### src/inc/dcs_pkg.sv
package dcs_pkg;

    // Control word bit positions
    localparam int CW_ENERGIZE   = 0;
    localparam int CW_NO_STOP    = 1;
    localparam int CW_JOG_PLUS   = 2;
    localparam int CW_JOG_MINUS  = 3;
    localparam int CW_OUT_LSB    = 4;
    localparam int CW_OUT_MSB    = 7;
    localparam int CW_ADDR_LSB   = 8;
    localparam int CW_ADDR_MSB   = 12;
    localparam int CW_START      = 13;
    localparam int CW_NO_STOP_2  = 14;
    localparam int CW_BRAKE_OPEN = 15;

    // Primary status word field positions
    localparam int SW1_PINS_LSB  = 0;
    localparam int SW1_PINS_MSB  = 7;
    localparam int SW1_NO_ERROR  = 8;
    localparam int SW1_POS_REACH = 9;
    localparam int SW1_POWERLESS = 10;
    localparam int SW1_ENER_ZERO = 11;
    localparam int SW1_HOME_KNOWN = 12;
    localparam int SW1_PSB_LSB   = 13;
    localparam int SW1_PSB_MSB   = 15;

    // Secondary status word field positions
    localparam int SW2_REG_DET   = 15;

    // Reset values
    localparam logic [15:0] CW_RESET  = 16'h0000;
    localparam logic [15:0] SW_RESET  = 16'h0000;
    localparam logic [4:0]  ADDR_RESET = 5'h00;
    localparam logic [2:0]  PSB_RESET = 3'h0;

    // Motion set address space: set 0 is the homing run
    localparam int          SET_COUNT = 32;
    localparam logic [4:0]  HOMING_SET = 5'h00;

    // Action that a motion set applies to one programmable flag
    typedef enum logic [1:0] {
        DCS_PSB_KEEP,
        DCS_PSB_CLEAR,
        DCS_PSB_SET
    } dcs_psb_act_t;

    typedef struct packed {
        dcs_psb_act_t flag_two;
        dcs_psb_act_t flag_one;
        dcs_psb_act_t flag_zero;
    } dcs_psb_pat_t;

    // Hard-wired digital inputs
    typedef struct packed {
        logic home_sensor_pin;
        logic limit_switch_two_pin;
        logic limit_switch_one_pin;
        logic registration_pin;
        logic jog_minus_pin;
        logic jog_plus_pin;
        logic stop_release_pin;
        logic axis_energize_pin;
    } dcs_pins_t;

    // Drive state reported by the power stage and motion engine
    typedef struct packed {
        logic reg_detected;
        logic home_known;
        logic axis_energized_zero;
        logic power_stage_off;
        logic position_reached;
        logic no_error;
    } dcs_drive_state_t;

    // Commands handed to the motion engine
    typedef struct packed {
        logic       axis_enable;
        logic       stop_active;
        logic       jog_plus;
        logic       jog_minus;
        logic       brake_open;
        logic       error_ack;
        logic       set_start;
        logic       homing_start;
        logic [4:0] set_addr;
    } dcs_cmd_t;

endpackage

### src/verilog/dcs_drive_words.sv
`timescale 1ns/1ps
// Summary of operation
// (RULE1) Inputs 0-3 and outputs 0-3 select fixed or free assignment.
// (RULE2) Fixed: motor energized only if energize pin AND word bit 0.
// (RULE3) Fixed: stop active if release pin low OR word bit 1 clear.
// (RULE4) Jog requests from pins and word bits are ORed; code ORs them under fixed assignment only.
// (RULE5) Bit 0 acks errors on rise, energizes; bits 1-3 stop release, jogs.
// (RULE6) Word bits 4-7 drive outputs 0-3 only under free assignment.
// (RULE7) Rise of bit 13 loads set address from bits 8-12 and starts it; code ignores a rise with address zero while busy.
// (RULE8) Bit 14 is a second stop release; bit 15 opens the brake.
// (RULE9) Word bits 0-3 equal the pins only under fixed assignment.
// (RULE10) Status word 1 bits 0-7 show inputs 0-7.
// (RULE11) Bits 8-11: no error, in position, powerless, energized at zero.
// (RULE12) Bits 8-11 mirror outputs 0-3 only under fixed assignment.
// (RULE13) Status word 1 bit 12 set once home position is known.
// (RULE14) Status word 1 bits 13-15 carry programmable flags 0-2.
// (RULE15) Status word 2 bit 15 flags registration; bits 0-14 reserved.
// (RULE16) Start with address zero runs homing; sets 1-31 are normal; code ignores address zero while a set or homing runs.
// (RULE17) At set termination each flag is kept, cleared or set by pattern; code skips this for homing and when a start comes in the same cycle.
// (RULE18) Reserved status word 2 bits read zero; words refresh every cycle.
module dcs_drive_words (
    // Clock and reset
    input  wire logic                     sys_clk,
    input  wire logic                     rst_n,
    // Assignment mode: 1 fixed, 0 free
    input  wire logic                     fixed_assign,
    // Hard-wired inputs
    input  wire dcs_pkg::dcs_pins_t       pins,
    // Control word write from the serial link
    input  wire logic                     cw_wr,
    input  wire logic [15:0]              cw_wdata,
    // Motion set flag pattern table write
    input  wire logic                     pat_wr,
    input  wire logic [4:0]               pat_addr,
    input  wire dcs_pkg::dcs_psb_pat_t    pat_data,
    // Drive state and set termination from the motion engine
    input  wire dcs_pkg::dcs_drive_state_t drive,
    input  wire logic                     set_done,
    // Register read-back
    output logic [15:0]                   host_control_word,
    output logic [15:0]                   primary_status_word,
    output logic [15:0]                   secondary_status_word,
    // Commands to the motion engine
    output dcs_pkg::dcs_cmd_t             cmd,
    output logic                          set_busy,
    // Digital outputs 0 to 3
    output logic                          no_error_output,
    output logic                          position_reached_output,
    output logic                          power_stage_off_output,
    output logic                          axis_energized_zero_output
);

    typedef enum logic [1:0] {
        DCS_IDLE,
        DCS_HOMING,
        DCS_RUNNING
    } dcs_state_t;

    dcs_state_t  state;
    dcs_state_t  next_state;
    logic [15:0] cw_prev;
    logic        energize_prev;
    logic        energize_req;
    logic        stop_req;
    logic        jog_plus_req;
    logic        jog_minus_req;
    logic        start_edge;
    logic        ack_edge;
    logic [4:0]  start_addr;
    logic [4:0]  run_addr;
    logic        start_ok;
    logic        psb_apply;
    logic [2:0]  psb_flags;
    logic [3:0]  fixed_outs;
    logic [3:0]  next_outs;

    // Rising edge of a level between two samples
    function automatic logic rise(input logic now, input logic was);
        rise = now & ~was;
    endfunction

    // Control word register, written whole by the link
    always_ff @(posedge sys_clk or negedge rst_n) begin
        if (!rst_n) begin
            host_control_word <= dcs_pkg::CW_RESET;
        end else if (cw_wr) begin
            host_control_word <= cw_wdata;
        end
    end

    // Previous sample for edge detection on word bits
    always_ff @(posedge sys_clk or negedge rst_n) begin
        if (!rst_n) begin
            cw_prev <= dcs_pkg::CW_RESET;
        end else begin
            cw_prev <= host_control_word;
        end
    end

    // Merge pins and word; free assignment leaves pins 0-3 out of it
    always_comb begin
        if (fixed_assign) begin // see (RULE1) see (RULE9)
            energize_req = pins.axis_energize_pin
                         & host_control_word[dcs_pkg::CW_ENERGIZE]; // see (RULE2)
            stop_req     = ~pins.stop_release_pin
                         | ~host_control_word[dcs_pkg::CW_NO_STOP]; // see (RULE3)
            jog_plus_req  = pins.jog_plus_pin
                          | host_control_word[dcs_pkg::CW_JOG_PLUS]; // see (RULE4)
            jog_minus_req = pins.jog_minus_pin
                          | host_control_word[dcs_pkg::CW_JOG_MINUS];
        end else begin
            energize_req  = host_control_word[dcs_pkg::CW_ENERGIZE]; // see (RULE5)
            stop_req      = ~host_control_word[dcs_pkg::CW_NO_STOP];
            jog_plus_req  = host_control_word[dcs_pkg::CW_JOG_PLUS];
            jog_minus_req = host_control_word[dcs_pkg::CW_JOG_MINUS];
        end
    end

    // Energize request history for the acknowledge edge
    always_ff @(posedge sys_clk or negedge rst_n) begin
        if (!rst_n) begin
            energize_prev <= 1'b0;
        end else begin
            energize_prev <= energize_req;
        end
    end

    assign ack_edge   = rise(energize_req, energize_prev); // see (RULE5)
    assign start_edge = rise(host_control_word[dcs_pkg::CW_START],
                             cw_prev[dcs_pkg::CW_START]); // see (RULE7)
    assign start_addr = host_control_word[dcs_pkg::CW_ADDR_MSB:dcs_pkg::CW_ADDR_LSB];

    // A running set may be replaced on the fly, but never by homing,
    // since homing would discard the reference mid-move
    assign start_ok = start_edge
                    && !(state != DCS_IDLE && start_addr == dcs_pkg::HOMING_SET);

    // Motion tracking: which set the engine is executing
    always_comb begin
        next_state = state;
        case (state)
            DCS_IDLE: begin
                if (start_ok) begin
                    if (start_addr == dcs_pkg::HOMING_SET) begin // see (RULE16)
                        next_state = DCS_HOMING;
                    end else begin
                        next_state = DCS_RUNNING;
                    end
                end
            end
            DCS_HOMING: begin
                if (set_done) begin
                    next_state = DCS_IDLE;
                end
            end
            DCS_RUNNING: begin
                if (start_ok) begin
                    next_state = DCS_RUNNING;
                end else if (set_done) begin
                    next_state = DCS_IDLE;
                end
            end
            default: begin
                next_state = DCS_IDLE;
            end
        endcase
    end

    always_ff @(posedge sys_clk or negedge rst_n) begin
        if (!rst_n) begin
            state <= DCS_IDLE;
        end else begin
            state <= next_state;
        end
    end

    assign set_busy = (state != DCS_IDLE);

    // Address of the set in progress; pattern lookup uses it at the end
    always_ff @(posedge sys_clk or negedge rst_n) begin
        if (!rst_n) begin
            run_addr <= dcs_pkg::ADDR_RESET;
        end else if (start_ok) begin
            run_addr <= start_addr; // see (RULE7)
        end
    end

    // Termination of a normal set applies its flag pattern; homing has none,
    // and a start in the same cycle wins so the old set's pattern is skipped
    assign psb_apply = (state == DCS_RUNNING) && set_done && !start_ok;

    dcs_psb_unit u_psb (
        .sys_clk    (sys_clk),
        .rst_n      (rst_n),
        .tbl_wr     (pat_wr),
        .tbl_addr   (pat_addr),
        .tbl_data   (pat_data),
        .apply      (psb_apply), // see (RULE17)
        .apply_addr (run_addr),
        .flags      (psb_flags)
    );

    // Registered commands; start and acknowledge are one-cycle pulses
    always_ff @(posedge sys_clk or negedge rst_n) begin
        if (!rst_n) begin
            cmd <= '0;
        end else begin
            cmd.axis_enable  <= energize_req;
            cmd.stop_active  <= stop_req
                              | ~host_control_word[dcs_pkg::CW_NO_STOP_2]; // see (RULE8)
            cmd.jog_plus     <= jog_plus_req;
            cmd.jog_minus    <= jog_minus_req;
            cmd.brake_open   <= host_control_word[dcs_pkg::CW_BRAKE_OPEN]; // see (RULE8)
            cmd.error_ack    <= ack_edge;
            cmd.set_start    <= start_ok
                              && start_addr != dcs_pkg::HOMING_SET;
            cmd.homing_start <= start_ok
                              && start_addr == dcs_pkg::HOMING_SET; // see (RULE16)
            if (start_ok) begin
                cmd.set_addr <= start_addr;
            end
        end
    end

    // Function states that outputs 0-3 carry under fixed assignment
    assign fixed_outs = {drive.axis_energized_zero,
                         drive.power_stage_off,
                         drive.position_reached,
                         drive.no_error};

    // Free assignment hands outputs to word bits 4-7
    always_comb begin
        if (fixed_assign) begin // see (RULE1)
            next_outs = fixed_outs; // see (RULE12)
        end else begin
            next_outs = host_control_word[dcs_pkg::CW_OUT_MSB:dcs_pkg::CW_OUT_LSB]; // see (RULE6)
        end
    end

    always_ff @(posedge sys_clk or negedge rst_n) begin
        if (!rst_n) begin
            no_error_output            <= 1'b0;
            position_reached_output    <= 1'b0;
            power_stage_off_output     <= 1'b0;
            axis_energized_zero_output <= 1'b0;
        end else begin
            no_error_output            <= next_outs[0];
            position_reached_output    <= next_outs[1];
            power_stage_off_output     <= next_outs[2];
            axis_energized_zero_output <= next_outs[3];
        end
    end

    // Status words sampled on every clock, so they lag inputs by one cycle
    always_ff @(posedge sys_clk or negedge rst_n) begin
        if (!rst_n) begin
            primary_status_word <= dcs_pkg::SW_RESET;
        end else begin // see (RULE18)
            primary_status_word[dcs_pkg::SW1_PINS_MSB:dcs_pkg::SW1_PINS_LSB]
                <= pins; // see (RULE10)
            primary_status_word[dcs_pkg::SW1_NO_ERROR]  <= drive.no_error; // see (RULE11)
            primary_status_word[dcs_pkg::SW1_POS_REACH] <= drive.position_reached;
            primary_status_word[dcs_pkg::SW1_POWERLESS] <= drive.power_stage_off;
            primary_status_word[dcs_pkg::SW1_ENER_ZERO] <= drive.axis_energized_zero;
            primary_status_word[dcs_pkg::SW1_HOME_KNOWN] <= drive.home_known; // see (RULE13)
            primary_status_word[dcs_pkg::SW1_PSB_MSB:dcs_pkg::SW1_PSB_LSB]
                <= psb_flags; // see (RULE14)
        end
    end

    // Only the registration bit is live; the rest is held at zero
    always_ff @(posedge sys_clk or negedge rst_n) begin
        if (!rst_n) begin
            secondary_status_word <= dcs_pkg::SW_RESET;
        end else begin
            secondary_status_word <= dcs_pkg::SW_RESET; // see (RULE18)
            secondary_status_word[dcs_pkg::SW2_REG_DET] <= drive.reg_detected; // see (RULE15)
        end
    end

endmodule

### src/verilog/dcs_psb_unit.sv
`timescale 1ns/1ps
module dcs_psb_unit (
    // Clock and reset
    input  wire logic                 sys_clk,
    input  wire logic                 rst_n,
    // Pattern table write
    input  wire logic                 tbl_wr,
    input  wire logic [4:0]           tbl_addr,
    input  wire dcs_pkg::dcs_psb_pat_t tbl_data,
    // Apply request at set termination
    input  wire logic                 apply,
    input  wire logic [4:0]           apply_addr,
    // Flag state
    output logic [2:0]                flags
);

    dcs_pkg::dcs_psb_pat_t table_mem [dcs_pkg::SET_COUNT];
    dcs_pkg::dcs_psb_pat_t pat;

    // One flag follows its action; keep leaves it alone
    function automatic logic act(input dcs_pkg::dcs_psb_act_t a, input logic cur);
        case (a)
            dcs_pkg::DCS_PSB_CLEAR: act = 1'b0;
            dcs_pkg::DCS_PSB_SET:   act = 1'b1;
            default:                act = cur;
        endcase
    endfunction

    // Table resets to keep, so an unprogrammed set never disturbs flags
    always_ff @(posedge sys_clk or negedge rst_n) begin
        if (!rst_n) begin
            for (int i = 0; i < dcs_pkg::SET_COUNT; i++) begin
                table_mem[i] <= '{default: dcs_pkg::DCS_PSB_KEEP};
            end
        end else if (tbl_wr) begin
            table_mem[tbl_addr] <= tbl_data;
        end
    end

    assign pat = table_mem[apply_addr];

    // Pattern of the finished set is applied once
    always_ff @(posedge sys_clk or negedge rst_n) begin
        if (!rst_n) begin
            flags <= dcs_pkg::PSB_RESET;
        end else if (apply) begin
            flags[0] <= act(pat.flag_zero, flags[0]); // see (RULE17)
            flags[1] <= act(pat.flag_one, flags[1]);
            flags[2] <= act(pat.flag_two, flags[2]);
        end
    end

endmodule
### config.mk
export PLATFORM = sky130hd
export DESIGN_NAME = dcs_drive_words
export DESIGN_NICKNAME = d
export VERILOG_FILES = /design/src/inc/dcs_pkg.sv /design/src/verilog/dcs_drive_words.sv /design/src/verilog/dcs_psb_unit.sv
export SDC_FILE = /design/constraint.sdc
export NUM_CORES = 1
export LEC_CHECK = 0
export BUFFER_PORTS_ARGS = -buffer_cell sky130_fd_sc_hd__buf_2
export CAP_MARGIN = 25
export CORE_AREA = 2 2 168 170
export DETAILED_ROUTE_END_ITERATION = 12
export DIE_AREA = 0 0 170 172
export GPL_ROUTABILITY_DRIVEN = 1
export MAX_ROUTING_LAYER = met4
export PLACE_DENSITY = 0.55
export SLEW_MARGIN = 15
export SYNTH_ARGS = -nofsm -noshare
export SYNTH_HDL_FRONTEND = slang
export SYNTH_SLANG_ARGS = --single-unit
### constraint.sdc
create_clock -name sys_clk -period 5.8 [get_ports sys_clk]
set_input_delay 1.16 -clock sys_clk [delete_from_list [all_inputs] [get_ports sys_clk]]
set_output_delay 1.16 -clock sys_clk [all_outputs]
set_load 0.02 [all_outputs]
==> metrics.md, run 1 <==
| Metric | Value |
|---|---|
| Class of the worst hold path | `flip-flop to flip-flop` |
| Hold Slack | `0.399 ns` |
| Top-count cell post-synth | `dfrtp_1` |
| Number of global-route vias before repair | `6298` |
| Final Max Slew Viols | `0` |
| Final instance area | `12600 sq um` |
| Antenna Nets Post-Route | `0` |
| P&R area growth vs syn | `16.4%` |
| MaxCap Viol Count | `0` |
| Worst Setup End Kind | `flip-flop` |
| XOR/XNOR Fraction of Synth Area | `0%` |
| Power density over the cells | `417 nW/um^2` |
| Hold_buf cts | `0` |
| CTS root buffer | `clkbuf_16` |
| Synth area leader | `dfrtp_1` |
| Seq pwr share | `43.2%` |
| Clock Sinks | `248` |
| Share of post-route cells with drive strength above 1 | `54.0%` |
| P_sw | `1.38 mW` |
| Congestion Overflow GR | `0` |
| Synth Instances | `664` |
| Fin nets | `809` |
| FFs w/ async S/R, synth | `100%` |
| Fin crit period | `3.54 ns` |
| Post-DP HPWL | `16.6 mm` |
| Largest net degree at the start of global routing | `133` |
| Clk slew on worst S/H paths | `0.06 ns` |
| Flops & latches, synth | `248` |
| Setup WS post-layout | `2.26 ns` |
| H-tree levels | `1` |
| Register area | `6210 sq um` |
| Clock Power Share | `36.2%` |
| Residual DRC | `0` |
| Sw Share | `26.4%` |
| Power Internal | `3.85 mW` |
| Worst Tran Pin Value | `1.02 ns` |
| Setup TNS | `0 ns` |
| Multiplexer share of the synthesized area | `35.9%` |
| Crit path required time | `6.22 ns` |
| Combinational group share of total power | `20.6%` |
| Max-slew headroom | `32.1%` |
| Placed cells | `1075` |
| Primary FF master, synth | `dfrtp_1` |
| Netlist cell types | `33` |
| Critical path class | `flip-flop to flip-flop` |
| Core area | `27500 sq um` |
| Die height | `172 microns` |
| Setup crit start kind | `flip-flop` |
| DR iter-0 viols | `305` |
| Lkg Pwr | `5.67 nW` |
| Synthesized area | `10800 sq um` |
| Drt total wl | `25.5 mm` |
| Synth Area in Simple Gates | `2.88%` |
| Fmax | `0.283 GHz` |
| PnR Total Power | `5.23 mW` |
| Router iterations before antenna repair | `4` |
| I/O Pins | `113` |
| Synth Area in Adders | `0.348%` |
| Top cells by area, synth | `dfrtp_1, mux2_2, mux4_2` |
| RSZ-0062 raised after global routing | `no` |
| Diode count | `0` |
| Final Non-Filler Cells | `1126` |
| Max VDD drop | `0.222 mV` |
| Post-Route Skew | `0.00937 ns` |
| Fin. Hold Viols | `0` |
| EDFF count, synth | `0` |
| Row cnt | `61` |
| Final Setup Violations | `0` |
| Post-Syn Area per Cell | `16.2 sq um` |
| Placement Setup Slack | `2.26 ns` |
| Global-route usage over all layers | `18.3%` |
| Synth warn | `0` |
| Largest family of logic cells by synthesized area | `multiplexers` |
| CTS resizes | `0` |
| Vias per std cell | `5.36` |
| Die area | `29200 sq um` |
| Initial antenna violation count | `0` |
| Synth Area in Compound Gates | `0.592%` |
| Initial core utilization | `39.2%` |
| Gpl congestion | `0.769` |
| Deepest clock path buffer count | `3` |
| Clock Latency Late Sink | `0.55 ns` |
| Post-synth top cells | `dfrtp_1, mux2_2, mux4_2, clkbuf_1, nand2_1` |
| First-pass GRT wire length | `38.8 mm` |
| CTS tree | `built` |
| Fin crit share | `61.0%` |
| Post-CTS setup buffers | `0` |
| Crit-path max FO | `26` |
| Final Core Density | `45.7%` |
| Routed WL per cell | `22.6 microns` |
| PortBufs | `97` |
| Critical path arrival | `3.96 ns` |
| Top cell type's share of synthesized area | `57.6%` |
| Outcome | `completed` |
| Filler cells | `2412` |
| CTS Buf Count | `28` |
| Area occupied by multi-input gates | `4340 sq um` |
| Seq/Total Area, Yosys | `57.6%` |
| Chip Width | `170 microns` |
| Placed instance area | `11500 sq um` |
| Via count | `6038` |
[metal layers]
layer	vias up	routed length (microns)	global-route usage [%]
li1	2631	-	-
met1	3233	11300	25.5
met2	140	12300	28.3
met3	34	1420	3.23
met4	0	456	4.24
met5	-	0	-
[sequential cells by signal, indices dropped and copies added (netlist names)]
signal,count
u_psb.table_mem,192
host_control_word,16
primary_status_word,16
cmd,13
u_psb.flags,3
state,2
axis_energized_zero_output,1
cw_prev,1
no_error_output,1
position_reached_output,1
power_stage_off_output,1
secondary_status_word,1
[logic make-up (layout without fill, tap and decap cells)]
family | after synthesis | after routing
adders and majority gates | 3 | 3
AOI/OAI and AO/OA | 10 | 10
DFF | 248 | 248
and+or+nand+nor | 64 | 64
other | 1 | 15
buffers and inverters | 54 | 156
muxes | 284 | 284
[cell usage in the layout (no fill, tap or decap), types with 3 or more instances in the layout]
cell	synthesis	layout
conb_1	1	15
ha_1	3	3
nor2_1	18	18
clkbuf_16	0	28
dfrtp_1	248	246
a21oi_1	3	3
bufinv_16	0	5
nor3_1	5	5
nor3b_1	4	4
nand2_1	21	21
mux2_1	12	12
inv_1	3	3
nand3b_1	5	5
clkbuf_1	26	6
mux4_2	60	60
mux2i_1	3	3
clkbuf_8	0	7
buf_4	18	4
buf_2	2	96
mux2_2	209	209
clkinv_2	0	4
[power groups by stage]
stage / Sequential (mW) / Combinational (mW) / Clock, mW
floorplan: 2.23 / 0.781 / 0
global placement: 2.31 / 1.02 / 0
detailed placement: 2.29 / 1.10 / 0
CTS: 2.26 / 1.10 / 1.94
global route: 2.30 / 1.17 / 2.03
finish: 2.26 / 1.08 / 1.89
[critical path: stages, from the launching register on]
cell and delay (ns):
dfrtp_2 0.84, buf_4 0.53, mux4_2 0.42, mux4_2 0.48, mux2_2 0.29, ha_1 0.27
nor3_1 0.23, mux2_1 0.34
[layout make-up]
type / count / area share (%)
Sequential cell: 248 / 49.5
Multi-Input combinational cell: 376 / 34.6
Timing Repair Buffer: 102 / 4.41
Clock inverter: 10 / 1.49
Inverter: 3 / 0.0897
Clock buffer: 41 / 6.53
Tap cell: 346 / 3.45
[worst paths after layout]
kind	slack (ns)	cells past startpoint	to	from
max in group asynchronous	3.59	2	cmd[1]$_DFFE_PN0N_	rst_n
hold / removal	0.40	0	cmd[8]$_DFF_PN0_	host_control_word[15]$_DFFE_PN0P_
hold reg to reg	0.40	0	cmd[8]$_DFF_PN0_	host_control_word[15]$_DFFE_PN0P_
setup / recovery	2.26	7	u_psb.flags[1]$_DFFE_PN0P_	cmd[2]$_DFFE_PN0N_
min in group asynchronous	0.75	1	u_psb.table_mem[68]$_DFFE_PN0P_	rst_n
setup reg to reg	2.26	7	u_psb.flags[1]$_DFFE_PN0P_	cmd[2]$_DFFE_PN0N_
Power figures use the tool's default switching activity.
==> run 2: changes to the inputs <==
- PLACE_DENSITY: 0.55 -> 0.57
- clock period: 5.8 -> 2.9 ns (I/O delays scaled with it)
==> metrics.md, run 2 (synthesis gave the netlist of run 1 again) <==
| Metric | Value |
|---|---|
| Outcome | `finished, violations left (was completed)` |
| Failing checks | `negative setup slack` |
| FF-to-FF path depth | `8 (was 7)` |
| Placement Setup Slack | `-0.0720 ns (was 2.26 ns)` |
| Placed instance area | `11800 sq um (was 11500 sq um)` |
| HP Start | `pins[7] (was host_control_word[15]$_DFFE_PN0P_)` |
| CTS tree | `built (unchanged)` |
| Clock Sinks | `248 (unchanged)` |
| Clk slew on worst S/H paths | `0.06 ns (about the same)` |
| Crit path largest cell delay | `0.54 ns (was 0.84 ns)` |
| Largest net degree at the start of global routing | `73 (was 133)` |
| Residual DRC | `0 (unchanged)` |
| Die height | `172 microns (unchanged)` |
| Crit-path cells | `buf_4 -> buf_12 -> mux4_2 -> mux4_2 -> mux2_2 -> ha_1 -> nor3_2 -> mux2_4 (was buf_4 -> mux4_2 -> mux4_2 -> mux2_2 -> ha_1 -> nor3_1 -> mux2_1)` |
| Row cnt | `61 (unchanged)` |
| Setup TNS | `-0.111 ns (was 0 ns)` |
| Final instance area | `13000 sq um (was 12600 sq um)` |
| Drt total wl | `26.5 mm (was 25.5 mm)` |
| Max VDD drop | `0.431 mV (was 0.222 mV)` |
| Biggest regs | `u_psb.table_mem (192), host_control_word (16), primary_status_word (16) (unchanged)` |
| Post-DP HPWL | `17.7 mm (was 16.6 mm)` |
| Congestion Overflow GR | `0 (unchanged)` |
| Cell mode on critical path | `mux4_2 (unchanged)` |
| Reg-to-Reg Start | `cmd[1]$_DFFE_PN0N_ (was cmd[2]$_DFFE_PN0N_)` |
| Final Setup Violations | `3 (was 0)` |
| R2R Path End | `u_psb.flags[2]$_DFFE_PN0P_ (was u_psb.flags[1]$_DFFE_PN0P_)` |
| Crit path max-delay family | `multiplexers (unchanged)` |
| Setup WS post-layout | `-0.0628 ns (was 2.26 ns)` |
| Number of global-route vias before repair | `6779 (was 6298)` |
| Setup slack, reg-to-reg | `-0.06 ns (was 2.26 ns)` |
| First-pass GRT wire length | `40.7 mm (was 38.8 mm)` |
| CTS Buf Count | `28 (unchanged)` |
| Power density over the cells | `818 nW/um^2 (was 417 nW/um^2)` |
| Class of the worst hold path | `input port to flip-flop (was flip-flop to flip-flop)` |
| Fin crit period | `2.96 ns (was 3.54 ns)` |
| Antenna Nets Post-Route | `0 (unchanged)` |
| H-tree levels | `1 (unchanged)` |
| Share of post-route cells with drive strength above 1 | `56.7% (was 54.0%)` |
| DR iter-0 viols | `354 (was 305)` |
| Critical path class | `flip-flop to flip-flop (unchanged)` |
| Router iterations before antenna repair | `4 (unchanged)` |
| Worst Setup End Kind | `flip-flop (unchanged)` |
| Slowest CP cell | `mux4_2 (was dfrtp_2)` |
| Crit-path max FO | `5 (was 26)` |
| P&R area growth vs syn | `20.3% (was 16.4%)` |
| Chip Width | `170 microns (unchanged)` |
| Fin crit share | `102% (was 61.0%)` |
| Fmax | `0.338 GHz (was 0.283 GHz)` |
| Critical path arrival | `3.37 ns (was 3.96 ns)` |
| Die area | `29200 sq um (unchanged)` |
| Hold Path Depth | `1 (was 0)` |
| Core area | `27500 sq um (unchanged)` |
| Gpl congestion | `0.804 (was 0.769)` |
| Clock Latency Late Sink | `0.53 ns (was 0.55 ns)` |
| Most frequent cells in the layout | `dfrtp_1, mux2_2, buf_2 (unchanged)` |
| PnR Total Power | `10.6 mW (was 5.23 mW)` |
| Vias per std cell | `5.38 (was 5.36)` |
| Initial antenna violation count | `0 (unchanged)` |
| PortBufs | `97 (unchanged)` |
| Lkg Pwr | `5.87 nW (was 5.67 nW)` |
| Deepest clock path buffer count | `3 (unchanged)` |
| Initial core utilization | `39.2% (unchanged)` |
| Crit path required time | `3.31 ns (was 6.22 ns)` |
| Max-slew headroom | `47.8% (was 32.1%)` |
| Commonest non-fill, non-tap cell in the layout | `dfrtp_1 (unchanged)` |
| Routed WL per cell | `22.9 microns (was 22.6 microns)` |
| Hold Path End | `primary_status_word[7]$_DFF_PN0_ (was cmd[8]$_DFF_PN0_)` |
| MaxCap Viol Count | `0 (unchanged)` |
| Worst Tran Pin Value | `0.783 ns (was 1.02 ns)` |
| Fin nets | `843 (was 809)` |
| Largest register FFs | `192 (unchanged)` |
| Via count | `6231 (was 6038)` |
| RSZ-0062 raised after global routing | `yes (was no)` |
| Worst setup path startpoint | `cmd[1]$_DFFE_PN0N_ (was cmd[2]$_DFFE_PN0N_)` |
| CTS root buffer | `clkbuf_16 (unchanged)` |
| Buf+Inv Stages, Crit Path | `2 (was 1)` |
| Setup crit start kind | `flip-flop (unchanged)` |
| Post-Route Skew | `0.00911 ns (was 0.00937 ns)` |
| Fin. Hold Viols | `0 (unchanged)` |
| I/O Pins | `113 (unchanged)` |
| Biggest register | `u_psb.table_mem (unchanged)` |
| Global-route usage over all layers | `19.0% (was 18.3%)` |
| Diode count | `0 (unchanged)` |
| Final Max Slew Viols | `0 (unchanged)` |
[run 2: cell types whose count changed in the layout (fill, tap and decap cells not counted), sizes merged]
| cell | delta |
|---|---|
| clkbuf | +2 |
| buf | +33 |
| clkinv | -2 |
| dlygate4sd3 | +1 |
| bufinv | -2 |
[run 2: worst max path at each step]
stage                                 endpoint  slack [ns]  cells past startpoint
global placement    u_psb.flags[2]$_DFFE_PN0P_       -0.06                      7
global route        u_psb.flags[2]$_DFFE_PN0P_       -0.12                      8
detailed placement  u_psb.flags[2]$_DFFE_PN0P_       -0.07                      7
floorplan           u_psb.flags[0]$_DFFE_PN0P_       0.004                      9
CTS                 u_psb.flags[1]$_DFFE_PN0P_       -0.06                      9
finish              u_psb.flags[2]$_DFFE_PN0P_       -0.06                      8
[run 2: metal layers]
metal	vias up	part of all wire [%]	wire (microns)	global-route usage, %
li1	2686	-	-	-
met1	3378	43	11500	24.8
met2	124	50	13300	31.5
met3	43	4.3	1150	2.82
met4	0	2.2	595	5.31
met5	-	0	0	-
[run 2: final cells by class]
cell class | count | area (sq um)
Clock buffer | 43 | 838
Clock inverter | 6 | 105
Fill cell | 2332 | 14500
Inverter | 3 | 11.3
Multi-Input combinational cell | 376 | 4400
Sequential cell | 248 | 6210
Tap cell | 346 | 433
Timing Repair Buffer | 136 | 963
[run 2: metrics by stage]
| step | hold slack [ns] | utilization (%) | cells |
|---|---|---|---|
| after detailed placement | 0.370 | 43.0 | 1098 |
| final | 0.155 | 47.2 | 1158 |
| after global routing | 0.130 | 47.2 | 1158 |
| after global placement | 0.367 | 43.0 | 1098 |
| after floorplan | 0.284 | - | 678 |
| after CTS | 0.133 | 47.1 | 1158 |
[run 2: power by group]
group | leakage, nW | switching (mW) | internal (mW)
Clock | 0.464 | 1.36 | 2.24
Sequential | 3.12 | 0.393 | 4.09
Combinational | 2.28 | 1.07 | 1.46
Total | 5.87 | 2.82 | 7.78
[run 2: what timing repair did]
item                                    4_1_cts  5_1_grt
endpoints found under the setup margin        3        3
resized for setup                            11        7
cloned                                        2        0
pin swaps                                     5        0
buffers inserted                              8        1
hold buffers                                  1        0
hold endpoints to repair                     42        0
==> run 3: changes to the inputs <==
- CTS_CLUSTER_SIZE: unset -> 16
- RECOVER_POWER: unset -> 100
==> metrics.md, run 3 (synthesis gave the netlist of run 1 again) <==
| Metric | Value |
|---|---|
| Gpl congestion | `0.804 (unchanged)` |
| Critical path arrival | `3.38 ns (was 3.37 ns)` |
| Failing checks | `negative setup slack (unchanged)` |
| CTS Buf Count | `28 (unchanged)` |
| Post-DP HPWL | `17.7 mm (unchanged)` |
| DR iter-0 viols | `293 (was 354)` |
| Power density over the cells | `825 nW/um^2 (was 818 nW/um^2)` |
| Initial core utilization | `39.2% (unchanged)` |
| HP Start | `pins[7] (unchanged)` |
| Final Non-Filler Cells | `1158 (unchanged)` |
| Final Max Slew Viols | `0 (unchanged)` |
| Hold Path End | `primary_status_word[7]$_DFF_PN0_ (unchanged)` |
| Fin. Hold Viols | `0 (unchanged)` |
| Deepest clock path buffer count | `3 (unchanged)` |
| H-tree levels | `1 (unchanged)` |
| Register area | `6210 sq um (unchanged)` |
| P&R area growth vs syn | `18.8% (was 20.3%)` |
| Chip Width | `170 microns (unchanged)` |
| I/O Pins | `113 (unchanged)` |
| P_sw | `2.83 mW (was 2.82 mW)` |
| Met3 usage | `2.82% (unchanged)` |
| Hold Path Depth | `1 (unchanged)` |
| Die height | `172 microns (unchanged)` |
| Max-slew headroom | `15.3% (was 47.8%)` |
| Initial antenna violation count | `0 (unchanged)` |
| PnR Total Power | `10.6 mW (about the same)` |
| Row cnt | `61 (unchanged)` |
| Biggest regs | `u_psb.table_mem (192), host_control_word (16), primary_status_word (16) (unchanged)` |
| Area occupied by multi-input gates | `4400 sq um (unchanged)` |
| Commonest non-fill, non-tap cell in the layout | `dfrtp_1 (unchanged)` |
| Via count | `6229 (was 6231)` |
| Seq pwr share | `42.4% (was 42.2%)` |
| Placed cells | `1098 (unchanged)` |
| Most frequent cells in the layout | `dfrtp_1, mux2_2, clkbuf_1 (was dfrtp_1, mux2_2, buf_2)` |
| Largest net degree at the start of global routing | `73 (unchanged)` |
| Number of global-route vias before repair | `6779 (unchanged)` |
| Setup slack, reg-to-reg | `-0.06 ns (about the same)` |
| FF-to-FF path depth | `8 (unchanged)` |
| Clk slew on worst S/H paths | `0.06 ns (about the same)` |
| Worst Tran Pin Value | `1.27 ns (was 0.783 ns)` |
| Clock Power Share | `34.0% (was 33.9%)` |
| Diode count | `0 (unchanged)` |
| Power Internal | `7.74 mW (was 7.78 mW)` |
| First-pass GRT wire length | `40.7 mm (unchanged)` |
| Met1 Track Usage GR | `24.8% (unchanged)` |
| Post-Route Skew | `0.00873 ns (was 0.00911 ns)` |
| GRT Max-Usage Layer | `met2 (unchanged)` |
| MaxCap Viol Count | `0 (unchanged)` |
| Outcome | `finished, violations left (unchanged)` |
| Clock Sinks | `248 (unchanged)` |
| Router iterations before antenna repair | `4 (unchanged)` |
| Congestion Overflow GR | `0 (unchanged)` |
| Clock Latency Late Sink | `0.53 ns (about the same)` |
| Crit path required time | `3.31 ns (about the same)` |
| Drt total wl | `26.6 mm (was 26.5 mm)` |
| Residual DRC | `0 (unchanged)` |
| CTS root buffer | `clkbuf_16 (unchanged)` |
| Lkg Pwr | `5.65 nW (was 5.87 nW)` |
| Worst Setup End Kind | `flip-flop (unchanged)` |
| CTS tree | `built (unchanged)` |
| Sw Share | `26.7% (was 26.6%)` |
| Setup WS post-layout | `-0.0640 ns (was -0.0628 ns)` |
| Antenna Nets Post-Route | `0 (unchanged)` |
| Die area | `29200 sq um (unchanged)` |
| Fmax | `0.337 GHz (was 0.338 GHz)` |
| RSZ-0062 raised after global routing | `yes (unchanged)` |
| R2R Path End | `u_psb.flags[2]$_DFFE_PN0P_ (unchanged)` |
| Critical path class | `flip-flop to flip-flop (unchanged)` |
| Global-route usage over all layers | `19.0% (unchanged)` |
| Fin nets | `843 (unchanged)` |
| Vias per std cell | `5.38 (about the same)` |
| Max VDD drop | `0.431 mV (about the same)` |
| Met2 GRT Util | `31.5% (unchanged)` |
| Class of the worst hold path | `input port to flip-flop (unchanged)` |
| Combinational group share of total power | `23.6% (was 23.9%)` |
| Largest register FFs | `192 (unchanged)` |
| Core area | `27500 sq um (unchanged)` |
| Biggest register | `u_psb.table_mem (unchanged)` |
| PortBufs | `97 (unchanged)` |
| Hold Slack | `0.154 ns (was 0.155 ns)` |
| Final Setup Violations | `3 (unchanged)` |
| Routed WL per cell | `23.0 microns (was 22.9 microns)` |
| Fin crit share | `102% (about the same)` |
| Placement Setup Slack | `-0.0720 ns (unchanged)` |
| Fin crit period | `2.96 ns (about the same)` |
| Setup crit start kind | `flip-flop (unchanged)` |
| Filler cells | `2385 (was 2332)` |
| Crit-path max FO | `5 (unchanged)` |
| Share of post-route cells with drive strength above 1 | `48.6% (was 56.7%)` |
| Reg-to-Reg Start | `cmd[1]$_DFFE_PN0N_ (unchanged)` |
-- run 3: per-layer routing --
metal,up-vias,share of wire (%)
met5,-,0
li1,2680,-
met2,129,50
met3,46,3.9
met1,3374,44
met4,0,2.4
-- run 3: how the worst max path moves through the flow --
stage,slack [ns],endpoint,cells past startpoint,start
finish,-0.06,u_psb.flags[2]$_DFFE_PN0P_,8,cmd[1]$_DFFE_PN0N_
CTS,-0.06,u_psb.flags[1]$_DFFE_PN0P_,9,cmd[1]$_DFFE_PN0N_
global route,-0.12,primary_status_word[11]$_DFF_PN0_,3,rst_n
global placement,-0.06,u_psb.flags[2]$_DFFE_PN0P_,7,cmd[1]$_DFFE_PN0N_
floorplan,0.004,u_psb.flags[0]$_DFFE_PN0P_,9,cmd[1]$_DFFE_PN0N_
detailed placement,-0.07,u_psb.flags[2]$_DFFE_PN0P_,7,cmd[1]$_DFFE_PN0N_
-- run 3: stage by stage --
step | util, % | setup TNS, ns | instance area [sq um]
5_1_grt | 46.6 | -7.46 | 12800
4_1_cts | 47.1 | -0.0991 | 12900
3_3_place_gp | 43.0 | -0.117 | 11800
6_report | 46.6 | -0.113 | 12800
2_1_floorplan | - | 0 | 10800
3_5_place_dp | 43.0 | -0.134 | 11800
-- run 3: worst max-delay path: stages, from the launching register on --
cell,delay [ns]
dfrtp_4,0.53
buf_4,0.16
buf_12,0.13
mux4_2,0.42
mux4_2,0.54
mux2_2,0.30
ha_1,0.28
nor3_2,0.15
mux2_4,0.31
-- run 3: power by group through the flow --
stage | logic [mW] | registers, mW | clock network, mW
after floorplan | 1.57 | 4.46 | 0
after global placement | 2.26 | 4.52 | 0
after detailed placement | 2.33 | 4.53 | 0
after CTS | 2.51 | 4.48 | 3.67
after global routing | 2.68 | 4.55 | 3.83
final | 2.49 | 4.48 | 3.59
-- run 3: repair_timing --
action	in CTS	in global routing
hold buffers	1	0
pin swaps	5	0
gates cloned	2	0
resized for setup	11	7
buffers inserted	8	1
setup endpoints to repair	3	3
endpoints found under the hold margin	42	0
-- run 3: layout make-up --
cell class / instances / area share (%)
sequential: 248 / 48.5
inverter: 3 / 0.0879
clock buffer: 43 / 6.54
multi-input combinational: 376 / 34.4
tap: 346 / 3.38
clock inverter: 6 / 0.820
timing repair buffer: 136 / 6.31
